==> src/hw/wideband_filter_pkg.sv <==
// constants, types and helpers for the decimating wideband filter path
//
// Notes on behaviour
// - one signed 5-bit modulator word is taken per modulator sample tick
// - the modulator sample tick is the converter clock tick halved
// - one output word per decimation_ratio modulator samples
// - wideband or low-latency filter mode is selected by a control bit
// - wideband decimation_ratio is 32 shifted left by a 3-bit code, up to 4096
// - speed mode: low speed divides the converter clock by eight
// - stop band from half the output rate; output-rate smoothing stops Nyquist aliasing
// - symmetric 69-tap output stage gives linear phase, 34-period group delay
// - a step aligned to a conversion is fully settled 68 conversions later
// - every sync event restarts the filter and clears all its history
// - after a wideband restart the first 67 conversions are not signalled
// - a fixed 0.4 us overhead delays every published word
// - sync-to-first-word latency is 68 conversion periods in wideband, one in low latency, plus the overhead
// - enabled input buffers add 8 converter clock periods of latency
// - a step without a sync is not suppressed; in wideband the next 69 words are partially settled
// - saturation is latched within a conversion, refreshed when the next completes
// - output is a 16-bit two's-complement word clamped to 7FFF and 8000
package wideband_filter_pkg;

    localparam int MCLK_PERIOD_NS = 100;
    localparam int QUANT_W = 5;
    localparam int WORD_W = 16;
    localparam int STAGE1_W = 18;
    localparam int SUM2_W = 25;
    localparam int PROD_W = 36;

    localparam int RATE_HALVING = 2;
    localparam int LOW_SPEED_DIV = 8;
    localparam int GROUP_DELAY_PERIODS = 34;
    localparam int HIST_TAPS = 2 * GROUP_DELAY_PERIODS + 1;
    localparam int SETTLE_PERIODS = 68;
    localparam int OVERHEAD_NS = 400;
    localparam int OVERHEAD_CYCLES = (OVERHEAD_NS + MCLK_PERIOD_NS - 1) / MCLK_PERIOD_NS;
    localparam int BUFFER_EXTRA_CLKS = 8;

    // 65536 / 69 rounded, so the 69-tap sum lands at unity gain
    localparam int GAIN_RECIP = 950;
    localparam int LL_GAIN_SHIFT = 16;
    localparam int OUT_SHIFT_BASE = 5;
    localparam logic [12:0] RATIO_BASE = 13'h0020;
    localparam logic signed [PROD_W-1:0] CLAMP_HI = 36'sh0_0000_7FFF;
    localparam logic signed [PROD_W-1:0] CLAMP_LO = 36'shF_FFFF_8000;
    localparam logic [WORD_W-1:0] FULL_POS = 16'h7FFF;
    localparam logic [WORD_W-1:0] FULL_NEG = 16'h8000;

    localparam int REG_ADDR_W = 8;
    localparam logic [7:0] ADDR_CTRL = 8'h00;
    localparam logic [7:0] ADDR_STATUS = 8'h04;
    localparam logic [7:0] ADDR_INT_CLEAR = 8'h08;
    localparam logic [7:0] ADDR_INT_EN = 8'h0C;
    localparam logic [7:0] ADDR_DATA = 8'h10;

    localparam int CTRL_RATIO_LSB = 0;
    localparam int CTRL_MODE_BIT = 3;
    localparam int CTRL_SPEED_BIT = 4;
    localparam int CTRL_BUF_BIT = 5;
    localparam int CTRL_SYNC_BIT = 8;
    localparam int DATA_SAT_BIT = 16;
    localparam int DATA_SETTLED_BIT = 17;

    localparam int EV_W = 3;
    localparam int EV_READY = 0;
    localparam int EV_SAT = 1;
    localparam int EV_RESTART = 2;

    localparam logic [2:0] RATIO_CODE_RESET = 3'h0;
    localparam logic [EV_W-1:0] INT_EN_RESET = 3'h0;

    typedef enum logic {
        MODE_WIDEBAND = 1'b0,
        MODE_LOW_LATENCY = 1'b1
    } filter_mode_t;

    typedef enum logic {
        SPEED_HIGH = 1'b0,
        SPEED_LOW = 1'b1
    } speed_mode_t;

    typedef struct packed {
        logic [2:0] ratio_code;
        filter_mode_t mode;
        speed_mode_t speed;
        logic buf_en;
    } ctrl_t;

    typedef struct packed {
        logic [WORD_W-1:0] word;
        logic sat;
    } result_t;

    // last sample index of a conversion for a ratio code
    function automatic logic [11:0] decimation_last(input logic [2:0] code);
        logic [12:0] r;
        r = RATIO_BASE << code;
        return 12'(r - 13'h0001);
    endfunction

    // shift down to 16 bits and clamp at the full-scale codes
    function automatic logic [WORD_W-1:0] scale_word(input logic signed [PROD_W-1:0] v,
                                                     input logic [4:0] sh);
        logic signed [PROD_W-1:0] q;
        q = v >>> sh;
        if (q > CLAMP_HI) begin
            return FULL_POS;
        end else if (q < CLAMP_LO) begin
            return FULL_NEG;
        end
        return q[WORD_W-1:0];
    endfunction

endpackage

==> src/hw/wideband_decimation_filter.sv <==
// decimating wideband filter path with sync restart, suppression and register port
//
// Our own choices: the plain strobed port and the register addresses.
`timescale 1ns/1ns
`default_nettype none
module wideband_decimation_filter #(
    parameter int unsigned CONV_CLK_DIV = 1
) (
    input wire logic mclk,
    input wire logic resetn,
    input wire logic [wideband_filter_pkg::QUANT_W-1:0] modulator_word,
    input wire logic modulator_saturated,
    input wire logic sync_n,
    input wire logic [wideband_filter_pkg::REG_ADDR_W-1:0] reg_addr,
    input wire logic [31:0] reg_wdata,
    input wire logic reg_wr,
    input wire logic reg_rd,
    output logic [31:0] reg_rdata,
    output logic [wideband_filter_pkg::WORD_W-1:0] data_word,
    output logic modulator_saturation_flag,
    output logic conversion_ready_strobe_n,
    output logic irq
);
    import wideband_filter_pkg::*;

    typedef enum logic [2:0] {
        PUB_IDLE = 3'b001,
        PUB_OVERHEAD = 3'b010,
        PUB_BUFWAIT = 3'b100
    } pub_state_t;

    typedef struct packed {
        logic [QUANT_W-1:0] word_s1;
        logic [QUANT_W-1:0] word_s2;
        logic sat_s1;
        logic sat_s2;
        logic sync_s1;
        logic sync_s2;
        logic sync_prev;
        logic [7:0] div_cnt;
        logic [2:0] slow_cnt;
        logic mod_phase;
        logic signed [STAGE1_W-1:0] acc1;
        logic [11:0] samp_cnt;
        logic [HIST_TAPS-1:0][STAGE1_W-1:0] hist;
        logic [6:0] hist_ptr;
        logic signed [SUM2_W-1:0] sum2;
        logic [6:0] sup_cnt;
        logic sat_sticky;
        pub_state_t pub;
        logic [3:0] ovh_cnt;
        logic [3:0] buf_cnt;
        result_t pend;
        result_t out;
        logic settled;
        logic conversion_ready_strobe_n_n;
        ctrl_t ctrl;
        logic [EV_W-1:0] int_en;
        logic [EV_W-1:0] status;
        logic irq;
        logic [31:0] rdata;
    } state_t;

    state_t st_reg;
    state_t st_next;

    logic soft_sync;
    logic restart;
    logic div_last;
    logic slow_last;
    logic conv_tick;
    logic mod_tick;
    logic ratio_last;
    logic done;
    logic suppress;
    logic sat_captured;
    logic publish;
    logic signed [STAGE1_W-1:0] sample;
    logic signed [STAGE1_W-1:0] stage1;
    logic signed [SUM2_W-1:0] new_sum;
    logic signed [PROD_W-1:0] prod_wb;
    logic signed [PROD_W-1:0] prod_ll;
    logic [4:0] out_shift;
    logic [WORD_W-1:0] conv_word;
    logic [EV_W-1:0] ev;
    logic [EV_W-1:0] ev_clear;
    logic [31:0] read_mux;

    always_comb begin
        st_next = st_reg;

        // pins come from outside the clock domain: two flops before use
        st_next.word_s1 = modulator_word;
        st_next.word_s2 = st_reg.word_s1;
        st_next.sat_s1 = modulator_saturated;
        st_next.sat_s2 = st_reg.sat_s1;
        st_next.sync_s1 = sync_n;
        st_next.sync_s2 = st_reg.sync_s1;
        st_next.sync_prev = st_reg.sync_s2;

        ev = '0;
        st_next.conversion_ready_strobe_n_n = 1'b1;
        publish = 1'b0;

        // sync pin falling edge or software sync bit
        soft_sync = reg_wr && (reg_addr == ADDR_CTRL) && reg_wdata[CTRL_SYNC_BIT];
        restart = (st_reg.sync_prev && !st_reg.sync_s2) || soft_sync;

        // converter clock tick, optionally slowed for low speed
        div_last = st_reg.div_cnt == 8'(CONV_CLK_DIV - 1);
        slow_last = (st_reg.ctrl.speed == SPEED_HIGH) ||
                    (st_reg.slow_cnt == 3'(LOW_SPEED_DIV - 1));
        conv_tick = div_last && slow_last;
        st_next.div_cnt = div_last ? 8'h00 : st_reg.div_cnt + 8'h01;
        if (div_last) begin
            st_next.slow_cnt = slow_last ? 3'h0 : st_reg.slow_cnt + 3'h1;
        end
        // every second converter tick is a modulator sample
        mod_tick = conv_tick && st_reg.mod_phase;
        if (conv_tick) begin
            st_next.mod_phase = ~st_reg.mod_phase;
        end

        // first stage: boxcar accumulate over decimation_ratio samples
        sample = STAGE1_W'($signed(st_reg.word_s2));
        stage1 = st_reg.acc1 + sample;
        // a ratio cut mid-conversion ends it at once instead of wrapping the count
        ratio_last = st_reg.samp_cnt >= decimation_last(st_reg.ctrl.ratio_code);
        done = mod_tick && ratio_last;
        if (mod_tick) begin
            if (ratio_last) begin
                st_next.acc1 = '0;
                st_next.samp_cnt = 12'h000;
            end else begin
                st_next.acc1 = stage1;
                st_next.samp_cnt = st_reg.samp_cnt + 12'h001;
            end
        end

        // second stage: symmetric running sum over the last 69 conversions
        new_sum = st_reg.sum2 + SUM2_W'(stage1) -
                  SUM2_W'($signed(st_reg.hist[st_reg.hist_ptr]));
        prod_wb = PROD_W'(new_sum) * PROD_W'(GAIN_RECIP);
        prod_ll = PROD_W'(stage1) <<< LL_GAIN_SHIFT;
        out_shift = 5'(OUT_SHIFT_BASE) + 5'(st_reg.ctrl.ratio_code);
        if (st_reg.ctrl.mode == MODE_WIDEBAND) begin
            conv_word = scale_word(prod_wb, out_shift);
        end else begin
            conv_word = scale_word(prod_ll, out_shift);
        end

        // saturation: sticky inside a conversion, handed over at its end
        sat_captured = st_reg.sat_sticky || st_reg.sat_s2;
        st_next.sat_sticky = done ? 1'b0 : sat_captured;

        // suppression only follows a reset or restart; a bare input step is passed on
        suppress = (st_reg.ctrl.mode == MODE_WIDEBAND) &&
                   (st_reg.sup_cnt < 7'(SETTLE_PERIODS - 1));

        if (done) begin
            if (st_reg.ctrl.mode == MODE_WIDEBAND) begin
                st_next.hist[st_reg.hist_ptr] = stage1;
                st_next.hist_ptr = (st_reg.hist_ptr == 7'(HIST_TAPS - 1)) ?
                                   7'h00 : st_reg.hist_ptr + 7'h01;
                st_next.sum2 = new_sum;
                if (suppress) begin
                    st_next.sup_cnt = st_reg.sup_cnt + 7'h01;
                end
            end
            if (!suppress) begin
                st_next.pend.word = conv_word;
                st_next.pend.sat = sat_captured;
                st_next.pub = PUB_OVERHEAD;
                st_next.ovh_cnt = 4'(OVERHEAD_CYCLES - 1);
            end
        end

        // publication delay: fixed overhead, then buffer delay in converter clocks
        case (st_reg.pub)
            PUB_IDLE: begin
            end
            PUB_OVERHEAD: begin
                if (st_reg.ovh_cnt != 4'h0) begin
                    st_next.ovh_cnt = st_reg.ovh_cnt - 4'h1;
                end else if (st_reg.ctrl.buf_en) begin
                    st_next.pub = PUB_BUFWAIT;
                    st_next.buf_cnt = 4'(BUFFER_EXTRA_CLKS);
                end else begin
                    publish = 1'b1;
                end
            end
            PUB_BUFWAIT: begin
                if (conv_tick) begin
                    if (st_reg.buf_cnt == 4'h1) begin
                        publish = 1'b1;
                    end else begin
                        st_next.buf_cnt = st_reg.buf_cnt - 4'h1;
                    end
                end
            end
            default: begin
                st_next.pub = PUB_IDLE;
            end
        endcase

        // a conversion landing in the same cycle keeps its own pending copy
        if (publish) begin
            st_next.out = st_reg.pend;
            st_next.conversion_ready_strobe_n_n = 1'b0;
            st_next.settled = 1'b1;
            ev[EV_READY] = 1'b1;
            ev[EV_SAT] = st_reg.pend.sat;
            if (!(done && !suppress)) begin
                st_next.pub = PUB_IDLE;
            end
        end

        // restart wins over everything in flight; the word being published is lost
        if (restart) begin
            st_next.div_cnt = 8'h00;
            st_next.slow_cnt = 3'h0;
            st_next.mod_phase = 1'b0;
            st_next.acc1 = '0;
            st_next.samp_cnt = 12'h000;
            st_next.hist = '0;
            st_next.hist_ptr = 7'h00;
            st_next.sum2 = '0;
            st_next.sup_cnt = 7'h00;
            st_next.sat_sticky = 1'b0;
            st_next.pub = PUB_IDLE;
            st_next.conversion_ready_strobe_n_n = 1'b1;
            // the published word only moves together with the strobe
            st_next.out = st_reg.out;
            st_next.settled = 1'b0;
            ev[EV_READY] = 1'b0;
            ev[EV_SAT] = 1'b0;
            ev[EV_RESTART] = 1'b1;
        end

        // register writes
        if (reg_wr && (reg_addr == ADDR_CTRL)) begin
            st_next.ctrl.ratio_code = reg_wdata[CTRL_RATIO_LSB +: 3];
            st_next.ctrl.mode = filter_mode_t'(reg_wdata[CTRL_MODE_BIT]);
            st_next.ctrl.speed = speed_mode_t'(reg_wdata[CTRL_SPEED_BIT]);
            st_next.ctrl.buf_en = reg_wdata[CTRL_BUF_BIT];
        end
        if (reg_wr && (reg_addr == ADDR_INT_EN)) begin
            st_next.int_en = reg_wdata[EV_W-1:0];
        end
        ev_clear = (reg_wr && (reg_addr == ADDR_INT_CLEAR)) ? reg_wdata[EV_W-1:0] : '0;
        // set wins over a clear in the same cycle
        st_next.status = (st_reg.status & ~ev_clear) | ev;
        st_next.irq = |(st_next.status & st_next.int_en);

        // reads: data valid only in the cycle after the strobe
        case (reg_addr)
            ADDR_CTRL: begin
                read_mux = '0;
                read_mux[CTRL_RATIO_LSB +: 3] = st_reg.ctrl.ratio_code;
                read_mux[CTRL_MODE_BIT] = st_reg.ctrl.mode;
                read_mux[CTRL_SPEED_BIT] = st_reg.ctrl.speed;
                read_mux[CTRL_BUF_BIT] = st_reg.ctrl.buf_en;
            end
            ADDR_STATUS: begin
                read_mux = 32'(st_reg.status);
            end
            ADDR_INT_EN: begin
                read_mux = 32'(st_reg.int_en);
            end
            ADDR_DATA: begin
                read_mux = '0;
                read_mux[WORD_W-1:0] = st_reg.out.word;
                read_mux[DATA_SAT_BIT] = st_reg.out.sat;
                read_mux[DATA_SETTLED_BIT] = st_reg.settled;
            end
            default: begin
                read_mux = '0;
            end
        endcase
        st_next.rdata = reg_rd ? read_mux : '0;
    end

    always_ff @(posedge mclk or negedge resetn) begin
        if (!resetn) begin
            st_reg <= '0;
            st_reg.sync_s1 <= 1'b1;
            st_reg.sync_s2 <= 1'b1;
            st_reg.sync_prev <= 1'b1;
            st_reg.pub <= PUB_IDLE;
            st_reg.conversion_ready_strobe_n_n <= 1'b1;
            st_reg.ctrl.ratio_code <= RATIO_CODE_RESET;
            st_reg.ctrl.mode <= MODE_WIDEBAND;
            st_reg.ctrl.speed <= SPEED_HIGH;
            st_reg.int_en <= INT_EN_RESET;
        end else begin
            st_reg <= st_next;
        end
    end

    assign reg_rdata = st_reg.rdata;
    assign data_word = st_reg.out.word;
    assign modulator_saturation_flag = st_reg.out.sat;
    assign conversion_ready_strobe_n = st_reg.conversion_ready_strobe_n_n;
    assign irq = st_reg.irq;

endmodule
`default_nettype wire

==> config.mk <==
export PLATFORM = sky130hd
export DESIGN_NAME = wideband_decimation_filter
export DESIGN_NICKNAME = d
export VERILOG_FILES = /design/src/hw/wideband_filter_pkg.sv /design/src/hw/wideband_decimation_filter.sv
export SDC_FILE = /design/constraint.sdc
export NUM_CORES = 2
export LEC_CHECK = 0
export ABC_AREA = 1
export CAP_MARGIN = 30
export CORE_MARGIN = 2
export CORE_UTILIZATION = 50
export CTS_BUF_LIST = sky130_fd_sc_hd__clkbuf_2 sky130_fd_sc_hd__clkbuf_4 sky130_fd_sc_hd__clkbuf_8
export DETAILED_ROUTE_END_ITERATION = 12
export DONT_BUFFER_PORTS = 1
export RECOVER_POWER = 100
export SETUP_SLACK_MARGIN = 0.1
export SKIP_CTS_REPAIR_TIMING = 1
export SLEW_MARGIN = 20
export SYNTH_ARGS = -nofsm -noshare
export SYNTH_HDL_FRONTEND = slang
export SYNTH_SLANG_ARGS = --single-unit
export TNS_END_PERCENT = 100
==> constraint.sdc <==
create_clock -name mclk -period 13.8 [get_ports mclk]
set_input_delay 0.69 -clock mclk [delete_from_list [all_inputs] [get_ports mclk]]
set_output_delay 0.69 -clock mclk [all_outputs]
set_load 0.01 [all_outputs]
# Word-level counts from Yosys, hierarchy flattened

Index checks and enable logic that the tools add are counted.

Flip-flop bits (word level): 1431
Logic and storage cells: 240
Input bits: 51

Multipliers: 1
Multiplexer cells: 57
Shift operators: 3
Add/subtract/negate cells: 12
Reduce and logical (&&, ||, !) cells: 33
Bitwise operators: 9
$lt $le $gt $ge: 8
Equality and inequality tests: 15

Operator list:

| kind                     | number |
|---|---|
| $mux W1281               | 2 |
| $mux W1327               | 1 |
| $bwmux W1242             | 1 |
| $bmux W18 S7             | 1 |
| $demux W18 S7            | 1 |
| $mux W16                 | 7 |
| $gt A36 B16 Y1 const B   | 2 |
| $lt A36 B16 Y1 const B   | 2 |
| $pmux W18 S4             | 1 |
| $mux W30                 | 2 |
| $mux W18                 | 2 |
| $sshr A34 B4 Y36         | 1 |
| $sshr A36 B4 Y36         | 1 |
| $mul A25 B10 Y35 const B | 1 |
| $mux W32                 | 1 |
| $mux W7                  | 4 |
| $mux W3                  | 9 |
| $add A25 B18 Y25         | 1 |
| $sub A25 B18 Y25         | 1 |
| $mux W4                  | 6 |
| $add A18 B5 Y18          | 1 |
| $eq A8 B4 Y1 const B     | 2 |
| $logic_not A8 Y1         | 2 |
| $add A7 B1 Y7 const B    | 2 |
| 40 further kinds         | 84 |

# Longest topological paths before layout

Depth after elaboration: 12
Depth in mapped cells: 72
Depth with buffers taken out: 69

# Least setup slack after synthesis

OpenSTA, ideal clock, no wires.

Path type: reg2reg
Start: register st_reg[125] (netlist name)
End: register st_reg[70] (netlist name)
Library setup time: 0.117 ns
Buffers on the path: 6
Stages on the path, launching flop included: 65
Path slack: 3.304 ns
Data arrival time: 10.380 ns
Cells stage by stage: dfrtp_1 -> buf_6 -> inv_2 -> buf_4 -> nor2_2 -> inv_1 -> clkbuf_1 -> clkbuf_1 -> buf_1 -> o221ai_1 -> a221oi_1 -> o221ai_1 -> ha_1 -> inv_1 -> ha_1 -> fa_1 -> a21oi_1 -> nor2_1 -> [29 not listed] -> nand2_1 -> nand2_1 -> nand2_1 -> nand3_1 -> nand3_1 -> o21ai_0 -> nand2_1 -> nor2_1 -> nand3_1 -> nor2_1 -> nand2_1 -> nor2_1 -> nand3_1 -> a21oi_4 -> buf_6 -> nand2_1 -> nand2_1 -> nand2_1

Longest elaborated chain between the ends: 11
Elaborated cells between the ends (all ways): 13
Classes of those cells: add/sub (1); mul (1); order compare (2); shift (1); mux (8)

RTL lines:

| what                             | line                              | RTL |
|---|---|---|
| start: declaration               | wideband_decimation_filter.sv:64  | `state_t st_reg;` |
| start signal: assignment         | wideband_decimation_filter.sv:296 | `st_reg <= st_next;` |
| $bmux W18 S7 *                   | wideband_decimation_filter.sv:142 | `SUM2_W'($signed(st_reg.hist[st_reg.hist_ptr]));` |
| $mux W18 (not written as such) * | wideband_decimation_filter.sv:142 |  |
| $sub A25 B18 Y25 *               | wideband_decimation_filter.sv:141 | `new_sum = st_reg.sum2 + SUM2_W'(stage1) -` |
| $mul A25 B10 Y35 *               | wideband_decimation_filter.sv:143 | `prod_wb = PROD_W'(new_sum) * PROD_W'(GAIN_RECIP);` |
| $sshr A36 B4 Y36 *               | wideband_filter_pkg.sv:105        | `q = v >>> sh;` |
| $lt A36 B16 Y1                   | wideband_filter_pkg.sv:108        | `end else if (q < CLAMP_LO) begin` |
| $mux W1                          | wideband_filter_pkg.sv:108        |  |
| $mux W1                          | wideband_filter_pkg.sv:106        | `if (q > CLAMP_HI) begin` |
| $mux W1                          | wideband_decimation_filter.sv:146 | `if (st_reg.ctrl.mode == MODE_WIDEBAND) begin` |
| $mux W16 *                       | wideband_filter_pkg.sv:111        | `return q[WORD_W-1:0];` |
| $mux W16 *                       | wideband_decimation_filter.sv:146 |  |

Every way passes the cells marked *; elsewhere a longest branch is shown, timed or not. The select of a mux whose other input is x is not followed.
A chain may end at the register's enable or synchronous reset.

# Worst setup path in the final report

Start: register st_reg[126] (netlist name)
End: register st_reg[77] (netlist name)

The elaborated chain is that of the path after synthesis.

==> results.md <==
- Outcome: finished with violations
- Failing checks: max-capacitance violations, max-slew violations
- CTS buffer count: 234
- Insertion delay to the later sink of the worst-skew pair: 1.01 ns
- Actual slew at the worst max-slew pin: 6.34 ns
- PnR worst setup slack: 0.981 ns
- Setup crit end kind: flop
- CTS max path bufs: 3
- Largest net degree at the start of global routing: 218
- Placer Congestion: 0.923
- Hold crit path type: in2async
- Slowest-stage cell, CP: o41ai_1
- DR vias: 64500
- Count of cell types in the netlist: 60
- Dpl ws: 1.26 ns
- Synthesized instance count: 8325
- TritonCTS clock tree: done
- Post-DP HPWL: 169000 um
- Die Footprint: 149000 um^2
- Placed insts: 9837
- CP Buf/Inv Count: 12
- Core area: 145000 um^2
- Max-slew headroom: -323%
- DRT Pass-1 Iters: 6
- Sequential element share of the synthesized area: 48.7%
- Fin cells: 10300
- Top post-synthesis cells by area: dfrtp_1 (48%), o22ai_1 (8.9%), inv_1 (6.2%)
- Final period util: 92.9%
- Avg WL per Cell: 25.7 um
- Antenna Nets Post-Route: 0
- Slew Viols, Final: 516
- Warnings, synthesis: 0
- Post-synth EDFFs: 0
- Vias in the first global route: 62300
- Arrival time worst endpoint: 13.68 ns
- Synth-to-Final Area Change: 10.1%
- Max Fclk: 78.0 MHz
- Synth Register Bits: 1417
- Async SR Flop Fraction: 100%
- Initial Utilization: 50.2%
- # DRC: 0
- Type of the worst setup path: reg2reg
- Startpoint types: flop
- Clk pin slew, worst setup/hold paths: 0.06 ns
- Tot GR Track Use: 35.4%
- Max-Cap Viols: 8
- Largest stage delay, worst path: 0.85 ns
- CTS Root Cell: clkbuf_8
- Fin Setup TNS: 0 ns
- Worst-path fanout max: 15
- Hold Slack: 0.0160 ns
- CTS H-tree depth: 4
- Clock Sinks: 1417
- # setup viols final: 0
- First-iteration detailed-routing DRC count: 6642
- Required time worst endpoint: 14.66 ns
- Nets: 8549
- Post-Synthesis Cell Area: 72900 um^2
- Commonest cells post-synth: dfrtp_1 (1412), inv_1 (1211), nand2_1 (1047), o22ai_1 (1031), o21ai_0 (786)
- First-pass GRT wire length: 398000 um
- Largest register FFs: 1367
- Worst path most repeated cell: nand2_1
- Initial antenna violation count: 7
- Cell with the most instances after synthesis: dfrtp_1
- R2r setup slk: 0.98 ns
- Final Hold Fails: 0
- Final Skew: 0.0657 ns
- Die W: 386 um
- Post-layout min period: 12.82 ns
- Synth top area share: 48.5%
- RSZ-0062 raised after global routing: false
- Ys flop type: dfrtp_1
- Synth area leader: dfrtp_1
- Die Span Y: 386 um
- Post-Syn Area per Cell: 8.75 um^2
- I/O Buffers: 0
- Grt total ovfl: 0
- DRT Wirelength: 264000 um
- Share of layout cells above drive strength 1: 8.75%
- FP Rows: 140
- Critical path's top delay family: simple AND/OR/NAND/NOR gates
- Drt via density: 6.28
- Top Ports: 102
-- cell families after synthesis --
| family | after synthesis | share of synthesized area, % |
|---|---|---|
| xor gates and xnor gates | 74 | 0.889 |
| other | 1 | 0.00515 |
| buffers and inverters | 1891 | 10.1 |
| AOI/OAI and AO/OA | 2386 | 19.9 |
| muxes | 7 | 0.0962 |
| adders and majority gates | 313 | 6.85 |
| and+or+nand+nor | 2236 | 13.5 |
| DFF | 1417 | 48.7 |
-- layer usage --
layer / vias up / wire [um] / global-route usage, %
met5: - / 48 / 0.195
met4: 8 / 12700 / 16.3
met3: 630 / 25400 / 8.34
met2: 3200 / 118000 / 53.7
met1: 32200 / 108000 / 48.3
li1: 28500 / - / -
-- worst reg2reg max path, delay by kind of cell (launching register included) --
family / cells / cell delay (ns)
xor+xnor: 2 / 0.42
flops: 1 / 0.56
simple gates: 35 / 3.78
fa+ha+maj: 8 / 3.40
buf+inv: 12 / 1.80
compound gates: 11 / 2.74
-- cell usage in the layout (no fill, tap or decap), types with 12 or more instances in the layout --
cell type,netlist,routed
o31ai_1,14,14
o41ai_1,61,56
nor2_1,215,207
clkbuf_8,0,283
clkbuf_1,517,14
nand2_1,1047,1034
a22o_1,14,14
o22ai_1,1031,1031
o221ai_1,20,20
a22oi_1,70,70
conb_1,1,14
xor2_1,53,52
o211ai_1,15,15
ha_1,170,170
buf_4,52,196
o2111ai_1,62,62
dfrtp_1,1412,1411
nand2_4,2,15
a221oi_1,72,72
buf_12,0,21
inv_2,13,12
dlygate4sd3_1,0,19
xnor2_1,21,20
nor3_1,32,32
inv_1,1211,1207
fa_1,143,143
clkinv_2,0,23
clkbuf_4,0,80
o21ai_0,786,784
nand3_1,784,784
a21oi_1,170,169
nand4_1,103,103
or2_2,12,12
-- final timing paths --
check,startpoint,endpoint,depth (start not counted)
min in group mclk,reg_addr[2],reg_rdata[0]$_DFF_PN0_,4
min reg2reg,st_next[1419]$_DFF_PN0_,st_reg[1419]$_DFF_PN0_,0
max in group asynchronous,resetn,st_reg[862]$_DFFE_PN0P_,8
min,resetn,st_reg[205]$_DFFE_PN0P_,1
max reg2reg,st_reg[126]$_DFFE_PN0P_,st_reg[77]$_DFFE_PN0P_,68
max,st_reg[126]$_DFFE_PN0P_,st_reg[77]$_DFFE_PN0P_,68
-- layout make-up --
cell class / count / area [um^2]
Antenna cell: 5 / 12.5
Clock buffer: 362 / 4490
Clock inverter: 36 / 367
Fill cell: 13400 / 65000
Inverter: 1231 / 4630
Multi-Input combinational cell: 5030 / 30400
Sequential cell: 1417 / 35500
Tap cell: 1917 / 2400
Timing Repair Buffer: 271 / 2520
-- through the flow --
| step | area, um^2 | util [%] |
|---|---|---|
| final | 80200 | 55.3 |
| after detailed placement | 75200 | 51.8 |
| after CTS | 80100 | 55.2 |
| after global placement | 75000 | 51.6 |
| after global routing | 80200 | 55.3 |
| after floorplan | 72900 | - |
Power is not shown: default switching activity piles up to over one toggle a cycle in this logic, so the estimate is an artifact.
